$ cat src/include/crrep_pkg.sv
// command report codes: constants, command encodings and attribute decode
// assumes a sequencer outside decodes nothing; this table is the only decoder
//
// How it works
// RQ1: clean completion reports code 60h
// RQ2: auto response mode rejects commands, 64h
// RQ3: command while busy rejected, runner untouched, except pause during execution, which is accepted; no reject is posted if the runner ends that cycle
// RQ4: send message over 32 bytes rejected
// RQ5: wrong role command reported invalid, 65h
// RQ6: sequential command in user program invalid
// RQ7: undefined command code reported invalid
// RQ8: zero count register for counted command invalid
// RQ9: zero length group 6/7 CDB invalid
// RQ10: group 3/4 CDB reported invalid
// RQ11: transfer command without nexus invalid
// RQ12: selection command during nexus invalid
// RQ13: finished pause reports code 67h
// RQ14: long incoming extended message pauses, 67h
// RQ15: self diagnosis pass 68h, fail 69h
// RQ16: receive while buffer occupied refused, 6Ch
// RQ17: initiator bus free outside transfer, 70h
// RQ18: target REQ with no command, 71h
// RQ19: completion with attention reports 61h
// RQ20: attention with ACK in last phase ignored; the code counts it when it first comes in the completion cycle
// RQ21: completion then attention message reports 62h
// RQ22: code 61h only without auto receive
// RQ23: code 62h only with auto receive
// RQ24: code held until host reads it
package crrep_pkg;
    // ------------------------------------------------------------
    // report codes
    // ------------------------------------------------------------
    localparam logic [7:0] CODE_DONE = 8'h60;
    localparam logic [7:0] CODE_DONE_ATN = 8'h61;
    localparam logic [7:0] CODE_DONE_ATN_MSG = 8'h62;
    localparam logic [7:0] CODE_REJECT = 8'h64;
    localparam logic [7:0] CODE_INVALID = 8'h65;
    localparam logic [7:0] CODE_PAUSE = 8'h67;
    localparam logic [7:0] CODE_DIAG_GOOD = 8'h68;
    localparam logic [7:0] CODE_DIAG_BAD = 8'h69;
    localparam logic [7:0] CODE_RX_BUSY = 8'h6c;
    localparam logic [7:0] CODE_DISCONNECT = 8'h70;
    localparam logic [7:0] CODE_REQ = 8'h71;
    localparam logic [7:0] CODE_RESET = 8'h00;
    // ------------------------------------------------------------
    // command encodings and limits
    // ------------------------------------------------------------
    localparam logic [7:0] CMD_SELECT = 8'h01;
    localparam logic [7:0] CMD_RESELECT = 8'h02;
    localparam logic [7:0] CMD_XFER_INIT = 8'h10;
    localparam logic [7:0] CMD_XFER_TGT = 8'h11;
    localparam logic [7:0] CMD_SEND_MESSAGE_COMMAND = 8'h20;
    localparam logic [7:0] CMD_RECV_MSG = 8'h21;
    localparam logic [7:0] CMD_RECV_CMD = 8'h22;
    localparam logic [7:0] CMD_RECV_STATUS = 8'h23;
    localparam logic [7:0] CMD_SEND_CDB = 8'h24;
    localparam logic [7:0] CMD_PAUSE = 8'h30;
    localparam logic [7:0] CMD_SELF_DIAG = 8'h31;
    localparam logic [7:0] CMD_USER_PROG = 8'h32;
    localparam logic [7:0] CMD_SEQUENTIAL = 8'h40;
    localparam logic [7:0] EXT_MSG_LIMIT = 8'h21;
    localparam logic [2:0] CDB_GROUP3 = 3'h3;
    localparam logic [2:0] CDB_GROUP4 = 3'h4;
    localparam logic [2:0] CDB_GROUP6 = 3'h6;
    localparam logic [2:0] CDB_GROUP7 = 3'h7;
    localparam logic [1:0] ROLE_ANY = 2'h0;
    localparam logic [1:0] ROLE_INIT = 2'h1;
    localparam logic [1:0] ROLE_TGT = 2'h2;

    typedef enum {ST_IDLE, ST_EXEC, ST_PAUSING, ST_DIAG, ST_ATN_MSG} crrep_state_t;

    typedef struct packed {
        logic defined;
        logic [1:0] role;
        logic needs_cnt;
        logic starts_xfer;
        logic starts_sel;
        logic is_recv;
        logic is_send_message_command;
        logic is_cdb;
        logic is_seq;
        logic is_pause;
        logic is_diag;
    } crrep_attr_t;

    function automatic crrep_attr_t crrep_decode(input logic [7:0] code);
        crrep_attr_t a;
        a = '0;
        a.defined = 1'b1;
        case (code)
            CMD_SELECT: begin a.role = ROLE_INIT; a.starts_sel = 1'b1; end
            CMD_RESELECT: begin a.role = ROLE_TGT; a.starts_sel = 1'b1; end
            CMD_XFER_INIT: begin a.role = ROLE_INIT; a.needs_cnt = 1'b1; a.starts_xfer = 1'b1; end
            CMD_XFER_TGT: begin a.role = ROLE_TGT; a.needs_cnt = 1'b1; a.starts_xfer = 1'b1; end
            CMD_SEND_MESSAGE_COMMAND: begin a.starts_xfer = 1'b1; a.is_send_message_command = 1'b1; end
            CMD_RECV_MSG: begin a.starts_xfer = 1'b1; a.is_recv = 1'b1; end
            CMD_RECV_CMD: begin a.role = ROLE_TGT; a.starts_xfer = 1'b1; a.is_recv = 1'b1; end
            CMD_RECV_STATUS: begin a.role = ROLE_INIT; a.starts_xfer = 1'b1; a.is_recv = 1'b1; end
            CMD_SEND_CDB: begin a.role = ROLE_INIT; a.starts_xfer = 1'b1; a.is_cdb = 1'b1; end
            CMD_PAUSE: a.is_pause = 1'b1;
            CMD_SELF_DIAG: a.is_diag = 1'b1;
            CMD_USER_PROG: a.is_recv = 1'b1;
            CMD_SEQUENTIAL: a.is_seq = 1'b1;
            default: a.defined = 1'b0;
        endcase
        return a;
    endfunction : crrep_decode
endpackage : crrep_pkg
$ cat src/design/crrep_core.sv
// command check and report code generator for the protocol_controller
// assumes the sequencer starts on cmd_accept_out and returns done pulses;
// all inputs are synchronous to ref_clk_in
`timescale 1ns/1ns
module crrep_core (
    input wire logic ref_clk_in,
    input wire logic sys_rst_in,
    input wire logic cmd_valid_in,
    input wire logic [7:0] cmd_code_in,
    input wire logic cmd_from_user_prog_in,
    input wire logic [7:0] ext_msg_len_in,
    input wire logic [2:0] cdb_group_in,
    input wire logic cdb_len_zero_in,
    input wire logic count_zero_in,
    input wire logic auto_sel_resp_mode_in,
    input wire logic auto_receive_in,
    input wire logic role_target_in,
    input wire logic nexus_in,
    input wire logic rx_buf_occupied_in,
    input wire logic transfer_active_in,
    input wire logic exec_done_in,
    input wire logic pause_done_in,
    input wire logic long_ext_msg_in,
    input wire logic diag_done_in,
    input wire logic diag_pass_in,
    input wire logic atn_in,
    input wire logic ack_in,
    input wire logic last_phase_in,
    input wire logic msg_received_in,
    input wire logic bus_free_in,
    input wire logic req_in,
    input wire logic report_read_in,
    output logic cmd_accept_out,
    output logic busy_out,
    output logic report_valid_out,
    output logic [7:0] report_code_out
);
    import crrep_pkg::*;

    typedef struct packed {
        crrep_state_t st;
        logic atn_ack;
        logic req_prev;
        logic bf_prev;
        logic accept;
        logic valid;
        logic [7:0] code;
    } crrep_regs_t;

    crrep_regs_t r_q;
    crrep_regs_t r_d;
    crrep_attr_t attr;
    logic can_post;
    logic busy;
    logic atn_seen;

    assign attr = crrep_decode(cmd_code_in);
    // a report may only be loaded into an empty holder or one being read
    assign can_post = !r_q.valid || report_read_in; // RQ24
    assign busy = (r_q.st != ST_IDLE);
    // attention counts only if it did not come together with ACK in the last phase in an earlier cycle
    assign atn_seen = atn_in && !r_q.atn_ack; // RQ20

    // ------------------------------------------------------------
    // next state
    // ------------------------------------------------------------
    always_comb begin
        logic post;
        logic [7:0] pcode;
        post = 1'b0;
        pcode = CODE_RESET;
        r_d = r_q;
        r_d.accept = 1'b0;
        r_d.req_prev = req_in;
        r_d.bf_prev = bus_free_in;
        if (report_read_in) begin
            r_d.valid = 1'b0; // RQ24
        end
        if (r_q.st == ST_EXEC && atn_in && ack_in && last_phase_in) begin
            r_d.atn_ack = 1'b1; // RQ20
        end
        case (r_q.st)
            ST_EXEC: begin
                if (long_ext_msg_in) begin
                    post = 1'b1;
                    pcode = CODE_PAUSE; // RQ14
                    r_d.st = ST_IDLE;
                end else if (exec_done_in) begin
                    r_d.st = ST_IDLE;
                    post = 1'b1;
                    if (!atn_seen) begin
                        pcode = CODE_DONE; // RQ1
                    end else if (!auto_receive_in) begin
                        pcode = CODE_DONE_ATN; // RQ19 RQ22
                    end else begin
                        post = 1'b0;
                        r_d.st = ST_ATN_MSG;
                    end
                end
            end
            ST_ATN_MSG: begin
                if (msg_received_in) begin
                    post = 1'b1;
                    pcode = CODE_DONE_ATN_MSG; // RQ21 RQ23
                    r_d.st = ST_IDLE;
                end
            end
            ST_PAUSING: begin
                if (pause_done_in) begin
                    post = 1'b1;
                    pcode = CODE_PAUSE; // RQ13
                    r_d.st = ST_IDLE;
                end
            end
            ST_DIAG: begin
                if (diag_done_in) begin
                    post = 1'b1;
                    pcode = diag_pass_in ? CODE_DIAG_GOOD : CODE_DIAG_BAD; // RQ15
                    r_d.st = ST_IDLE;
                end
            end
            default: begin
                if (bus_free_in && !r_q.bf_prev && nexus_in && !role_target_in && !transfer_active_in) begin
                    post = 1'b1;
                    pcode = CODE_DISCONNECT; // RQ17
                end else if (req_in && !r_q.req_prev && nexus_in && !role_target_in && !cmd_valid_in) begin
                    post = 1'b1;
                    pcode = CODE_REQ; // RQ18
                end
            end
        endcase
        // command checks; a command outranks a same-cycle idle event report
        if (cmd_valid_in) begin
            post = 1'b1;
            if (busy && !(attr.is_pause && r_q.st == ST_EXEC)) begin
                pcode = CODE_REJECT; // RQ3
                if (r_d.st == ST_IDLE) begin
                    post = 1'b0; // completion of the runner in this cycle loses its report along with the reject
                end
            end else if (busy) begin
                post = 1'b0;
                r_d.st = ST_PAUSING;
                r_d.accept = 1'b1;
            end else if (auto_sel_resp_mode_in) begin
                pcode = CODE_REJECT; // RQ2
            end else if (attr.is_send_message_command && ext_msg_len_in >= EXT_MSG_LIMIT) begin
                pcode = CODE_REJECT; // RQ4
            end else if (attr.is_seq && cmd_from_user_prog_in) begin
                pcode = CODE_INVALID; // RQ6
            end else if (!attr.defined || attr.is_seq) begin
                pcode = CODE_INVALID; // RQ7
            end else if ((attr.role == ROLE_TGT && !role_target_in) || (attr.role == ROLE_INIT && role_target_in)) begin
                pcode = CODE_INVALID; // RQ5
            end else if (attr.needs_cnt && count_zero_in) begin
                pcode = CODE_INVALID; // RQ8
            end else if (attr.is_cdb && (cdb_group_in == CDB_GROUP6 || cdb_group_in == CDB_GROUP7)
                         && cdb_len_zero_in) begin
                pcode = CODE_INVALID; // RQ9
            end else if (attr.is_cdb && (cdb_group_in == CDB_GROUP3 || cdb_group_in == CDB_GROUP4)) begin
                pcode = CODE_INVALID; // RQ10
            end else if (attr.starts_xfer && !nexus_in) begin
                pcode = CODE_INVALID; // RQ11
            end else if (attr.starts_sel && nexus_in) begin
                pcode = CODE_INVALID; // RQ12
            end else if (attr.is_recv && rx_buf_occupied_in) begin
                pcode = CODE_RX_BUSY; // RQ16
            end else if (attr.is_pause) begin
                pcode = CODE_PAUSE; // RQ13
            end else begin
                post = 1'b0;
                r_d.accept = 1'b1;
                r_d.atn_ack = 1'b0;
                r_d.st = attr.is_diag ? ST_DIAG : ST_EXEC;
            end
        end
        // a full holder drops the new report; the host must read first
        if (post && can_post) begin
            r_d.valid = 1'b1;
            r_d.code = pcode;
        end
    end

    // ------------------------------------------------------------
    // state register
    // ------------------------------------------------------------
    always_ff @(posedge ref_clk_in) begin
        if (sys_rst_in) begin
            r_q <= '{st: ST_IDLE, code: CODE_RESET, default: 1'b0};
        end else begin
            r_q <= r_d;
        end
    end

    assign cmd_accept_out = r_q.accept;
    assign busy_out = busy;
    assign report_valid_out = r_q.valid;
    assign report_code_out = r_q.code;
endmodule : crrep_core

$ cat config.mk
export PLATFORM = sky130hd
export DESIGN_NAME = crrep_core
export DESIGN_NICKNAME = d
export VERILOG_FILES = /design/src/include/crrep_pkg.sv /design/src/design/crrep_core.sv
export SDC_FILE = /design/constraint.sdc
export NUM_CORES = 1
export LEC_CHECK = 0
export BUFFER_PORTS_ARGS = -buffer_cell sky130_fd_sc_hd__buf_2
export CAP_MARGIN = 20
export CELL_PAD_IN_SITES_DETAIL_PLACEMENT = 0
export CELL_PAD_IN_SITES_GLOBAL_PLACEMENT = 1
export CORE_MARGIN = 2
export CORE_UTILIZATION = 36
export DETAILED_ROUTE_END_ITERATION = 8
export GPL_TIMING_DRIVEN = 1
export PLACE_DENSITY_LB_ADDON = 0.2
export SLEW_MARGIN = 5
export SYNTH_ARGS = -nofsm -noshare
export SYNTH_HDL_FRONTEND = slang
export SYNTH_SLANG_ARGS = --single-unit
$ cat constraint.sdc
create_clock -name ref_clk_in -period 2.4 [get_ports ref_clk_in]
set_clock_uncertainty 0.15 [all_clocks]
set_input_delay 0.12 -clock ref_clk_in [delete_from_list [all_inputs] [get_ports ref_clk_in]]
set_output_delay 0.12 -clock ref_clk_in [all_outputs]
set_load 0.01 [all_outputs]
==> results of run 1 <==
## cell type report
class,instances,area (µm²),share of cell area [%]
inverter,8,30.0,0.956
clock inverter,3,23.8,0.757
multi-input combinational,207,1450,46.3
tap,77,96.3,3.07
timing repair buffer,94,606,19.3
sequential,43,863,27.5
clock buffer,5,68.8,2.19
## power breakdown
| group | switching, mW | internal, mW | leakage, nW |
|---|---|---|---|
| clock | 0.262 | 0.208 | 0.0408 |
| combinational | 0.112 | 0.110 | 0.998 |
| sequential | 0.00526 | 0.721 | 0.349 |
| total | 0.379 | 1.04 | 1.39 |
## sequential cells by signal (all words and copies together) (netlist names)
name              count
r_q                  35
report_valid_out      1
cmd_accept_out        1
report_code_out       6
## worst max-delay path by stage
stage	to	depth (start not counted)
detailed placement	report_code_out[2]	8
finish	report_code_out[2]	9
floorplan	report_code_out[2]	7
global route	report_code_out[2]	9
CTS	r_q[39]	8
global placement	report_code_out[2]	8
## what timing repair did
item	in CTS	in global routing
gates cloned	0	1
gates resized for setup	12	18
buffers inserted	1	1
pin swaps	5	14
endpoints found under the hold margin	2	0
setup endpoints to repair	36	40
hold buffers	2	0
## critical path, delay by kind of cell (launching register included)
kind	cells	cell delay (ns)
simple gates	4	0.80
compound gates	3	0.69
flops	1	0.33
buf+inv	2	0.33
## metrics by stage
| stage | setup TNS [ns] | area (µm²) |
|---|---|---|
| 6_report | -0.00227 | 3140 |
| 5_1_grt | -2.34 | 3140 |
| 4_1_cts | 0 | 3040 |
| 3_5_place_dp | -1.46 | 2860 |
| 3_3_place_gp | -1.04 | 2860 |
| 2_1_floorplan | 0 | 2340 |
## metal layers
metal	track usage [%]	share of wire, %	vias to the layer above
met1	24.8	52	1059
met2	26.3	44	42
met4	2.60	0.47	0
met5	0	0	-
li1	-	-	1170
met3	3.34	3.6	5
## cell usage in the layout (no fill, tap or decap), drive strengths merged, types with 4 or more instances in the layout
cell,count
inv,9
nor2b,7
nand3,5
nand3b,6
nand4,6
o21ai,14
nand2,22
a31oi,4
nor2,18
nor3,7
nor4,9
clkbuf,6
buf,91
nor3b,4
and3,4
dfxtp,43
and2,31
a21oi,13
## cell families (layout without fill, tap and decap cells)
group / count (synthesis) / in the layout
AND/OR/NAND/NOR: 137 / 137
AO/OA/AOI/OAI: 65 / 65
flip-flops: 43 / 43
buffers and inverters: 25 / 110
multiplexers: 3 / 3
other: 1 / 1
XOR/XNOR: 1 / 1
==> metrics.yaml, run 1 <==
yosysMostFrequentCell: "dfxtp_1"
slowest_delay_ns: 0.39
synth_compound_area_share_pct: 20.5
die_y_um: 84.6
first_pass_iters: 4
grt_pass1_wl_um: 9960
finalPower_mw: 1.42
synth_top_cell_by_area: "dfxtp_1"
hold_viol_final: 0
end_kind: "flip-flop"
r2r_start: "r_q[25]"
synth_fa_ha_area_share_pct: 0
period_needed_ns: 2.40
finalCritPeriodShare_pct: 100
required_ns: 2.46
synth_area_leaders: "dfxtp_1, and2_1, nand2_1"
dpl.cell_count: 424
grt_max_degree: 31
cts_root_buf: "clkbuf_8"
num_vias: 2276
synthArstFlopShare_pct: 0
outcome: "complete, but fails checks"
synth_ff_type: "dfxtp_1"
synth_top_cell_area_share_pct: 36.9
clk_latency_ns: 0.30
cts_buffer_depth: 2
ant_nets: 0
port_buffers: 52
wl_um: 6170
place_ws_ns: -0.131
finalCoreUtilization_pct: 49.8
drive_gt1_share_pct: 36.9
synth_area_per_cell_um2: 8.49
ys_ff_latch: 43
cts_buffers: 5
cts_tree: "yes"
r2r-end: "report_code_out[2]"
crit_type: "reg2reg"
vias_per_cell: 5.21
first_iter_violations: 115
hold_class: "in2reg"
h-tree-depth: 2
nFillCells: 620
synthMuxAreaShare_pct: 1.29
rr_worst_depth: 9
worst_slack_ns: -0.00227
core_area_um2: 6310
synth.distinct_cells: 63
grt_pass1_vias: 2115
synth_top_family_by_area: "simple AND/OR/NAND/NOR gates"
die-area_um2: 7150
final_nets: 402
clk_pin_slew_ns: 0.09
track_usage_pct: 16.9
synth_area_um2: 2340
vdd.ir_drop.worst_v: 0.000377
synth-simple-area-share_pct: 34.4
post_drt_wl_per_cell_um: 14.1
clock-sinks: 43
p_leak_nw: 1.39
cp_common_cell: "buf_4"
slowest_stage: "a211o_4"
syn2layout_area_growth_pct: 34.5
rsz0062_at_grt: "yes"
violations: "negative setup slack"
seq_area_frac_synth_pct: 36.9
fmax_mhz: 416
hold_path.startpoint: "sys_rst_in"
diodes: 0
dp_hpwl_um: 4600
min_path_cells: 2
setup_viol: 1
io_pins: 54
overflow: 0
synth_nets: 318
path_max_fanout: 5
die_x_um: 84.6
fp-row-count: 29
whs_ns: 0.0419
startpoint_type: "flip-flop"
synth_xor_area_share_pct: 0.375
r2r_slack_ns: -0.002
synth_edf_count: 0
initial_utilization_pct: 37.0
antenna_found_initial: 0
power_density_nw_per_um2: 451
cp.arrival_ns: 2.46
slew_violations: 0
finalNonFillerCells: 437
startpoint: "r_q[25]"
yosys-top-cells-count: "dfxtp_1, and2_1, nand2_1"
hold_end: "r_q[10]"
yosysWarnings: 0
gp_congestion: 0.874
synthCells: 275
drv_cap: 0
drc_errors: 0
path_cells: "nor4_2, nand4_1, buf_4, or2_4, nor2_1, buf_4, o21ai_4, a211o_4, a221oi_2"
Power figures use the tool's default switching activity.
==> run 2: changes to the inputs <==
--- a/config.mk
+++ b/config.mk
@@ -9,6 +9,7 @@
 export CAP_MARGIN = 20
 export CELL_PAD_IN_SITES_DETAIL_PLACEMENT = 0
 export CELL_PAD_IN_SITES_GLOBAL_PLACEMENT = 1
+export CORE_ASPECT_RATIO = 1.25
 export CORE_MARGIN = 2
 export CORE_UTILIZATION = 36
 export DETAILED_ROUTE_END_ITERATION = 8
==> constraint.sdc (replaced) <==
create_clock -name ref_clk_in -period 2.4 [get_ports ref_clk_in]
set_clock_uncertainty 0.15 [all_clocks]
set_input_delay 0.72 -clock ref_clk_in [delete_from_list [all_inputs] [get_ports ref_clk_in]]
set_output_delay 0.72 -clock ref_clk_in [all_outputs]
set_load 0.01 [all_outputs]
==> run 2 against run 1 <==
Against the previous run:
- non-clock buffer count increased by 21
- combinational power increased by 18%
- die area is essentially flat
- total power rose by 13%
- clock-buffer cell count rose by 1
- sequential power about the same
- via count grew 4.9%
- the run still ends with negative setup slack left
==> metrics.yaml, run 2 (synthesized netlist as in run 1, its figures left out) <==
die_y_um: 94.1
period_needed_ns: 2.76
track_usage_pct: 18.8
die-area_um2: 7150
crit_type: "in2reg"
startpoint_type: "primary input"
h-tree-depth: 2
finalNonFillerCells: 466
slew_violations: 0
slowest_delay_ns: 0.54
finalCoreUtilization_pct: 55.4
hold_viol_final: 0
core_area_um2: 6210
wl_um: 6630
finalCritPeriodShare_pct: 115
hold_buffers: 0
cts_root_buf: "clkbuf_8"
cp_common_cell: "buf_4"
slowest_stage: "or4_4"
largest_reg_flops: 35
vdd.ir_drop.worst_v: 0.000365
required_ns: 2.43
clk_pin_slew_ns: 0.08
power_density_nw_per_um2: 466
drc_errors: 0
port_buffers: 52
post_drt_wl_per_cell_um: 14.2
cp.arrival_ns: 2.79
final_cell_mix: "buf_4, buf_2, dfxtp_1"
path_max_fanout: 3
path_cells: "buf_6, or4_4, buf_4, a221oi_4, o211ai_1, buf_4, or3_4, a32oi_2, o41ai_2"
gp_congestion: 0.862
first_pass_iters: 4
cts_tree: "yes"
grt_pass1_wl_um: 10900
num_vias: 2388
fmax_mhz: 363
diodes: 0
design_area_um2: 3440
outcome: "complete, but fails checks"
dpl_cell_area_um2: 2990
antenna_found_initial: 0
dp_hpwl_um: 4850
final_common_cell: "buf_4"
cts_buffer_depth: 2
hold_class: "reg2reg"
ant_nets: 0
first_iter_violations: 111
overflow: 0
worst_slack_ns: -0.356
drv_cap: 0
largest_register: "r_q"
p_leak_nw: 1.55
dpl.cell_count: 447
cts_buffers: 5
grt_max_degree: 30
final_nets: 423
vias_per_cell: 5.12
clk_latency_ns: 0.31
violations: "negative setup slack"
io_pins: 54
fp-row-count: 32
drive_gt1_share_pct: 43.8
grt_pass1_vias: 2351
clock-sinks: 43
setup_viol: 42
syn2layout_area_growth_pct: 47.2
die_x_um: 76.1
rsz0062_at_grt: "yes"
initial_utilization_pct: 37.6
end_kind: "flip-flop"
-- run 2: changes by cell type in the layout (fill, tap and decap cells not counted), sizes merged --
cell,previous run,this run
clkinvlp,2,0
buf,91,115
dlygate4sd3,2,0
bufinv,0,1
-- run 2: worst max-delay path, delay by kind of cell --
kind	cells	cell delay (ns)
buffers and inverters	3	0.46
and+or+nand+nor	2	0.86
AOI/OAI and AO/OA	4	0.74
-- run 2: final timing paths --
| path | slack [ns] | from | endpoint | depth (start not counted) |
|---|---|---|---|---|
| min reg2reg | 0.32 | r_q[19] | r_q[19] | 1 |
| max reg2reg | -0.12 | r_q[30] | report_code_out[0] | 11 |
| max | -0.36 | cmd_code_in[3] | report_code_out[0] | 9 |
| min | 0.32 | r_q[19] | r_q[19] | 1 |
-- run 2: stage by stage --
stage	power, mW	hold WS [ns]	TNS (ns)	setup WS [ns]
6_report	1.60	0.316	-10.11	-0.356
3_3_place_gp	0.962	0.293	-23.11	-0.637
4_1_cts	1.59	0.318	-7.25	-0.286
5_1_grt	1.67	0.330	-12.41	-0.379
2_1_floorplan	0.852	0.280	-12.06	-0.469
3_5_place_dp	0.964	0.294	-23.49	-0.673
-- run 2: report_power, final --
| group | switching [mW] | internal, mW | leakage (nW) |
|---|---|---|---|
| Sequential | 0.00465 | 0.721 | 0.349 |
| Clock | 0.272 | 0.343 | 0.0618 |
| Combinational | 0.128 | 0.133 | 1.14 |
-- run 2: area by class of cell --
class                           count  area [µm²]
Timing Repair Buffer              115         776
Clock inverter                      2        38.8
Sequential cell                    43         863
Tap cell                           85         106
Inverter                            8        30.0
Multi-Input combinational cell    207        1540
Fill cell                         588        2770
Clock buffer                        6        82.6
-- run 2: per-layer routing --
layer  up-vias  global-route usage, %  share of wire [%]
met3        13                   3.46                3.1
met2        47                   33.6                 50
met1      1118                   22.4                 44
met5         -                      0                  0
met4         0                   7.42                2.4
li1       1210                      -                  -
-- run 2: what timing repair did --
action | in CTS | in global routing
gates cloned | 0 | 0
pin swaps | 9 | 16
resized for setup | 24 | 25
buffers inserted | 4 | 7
endpoints found under the setup margin | 41 | 42
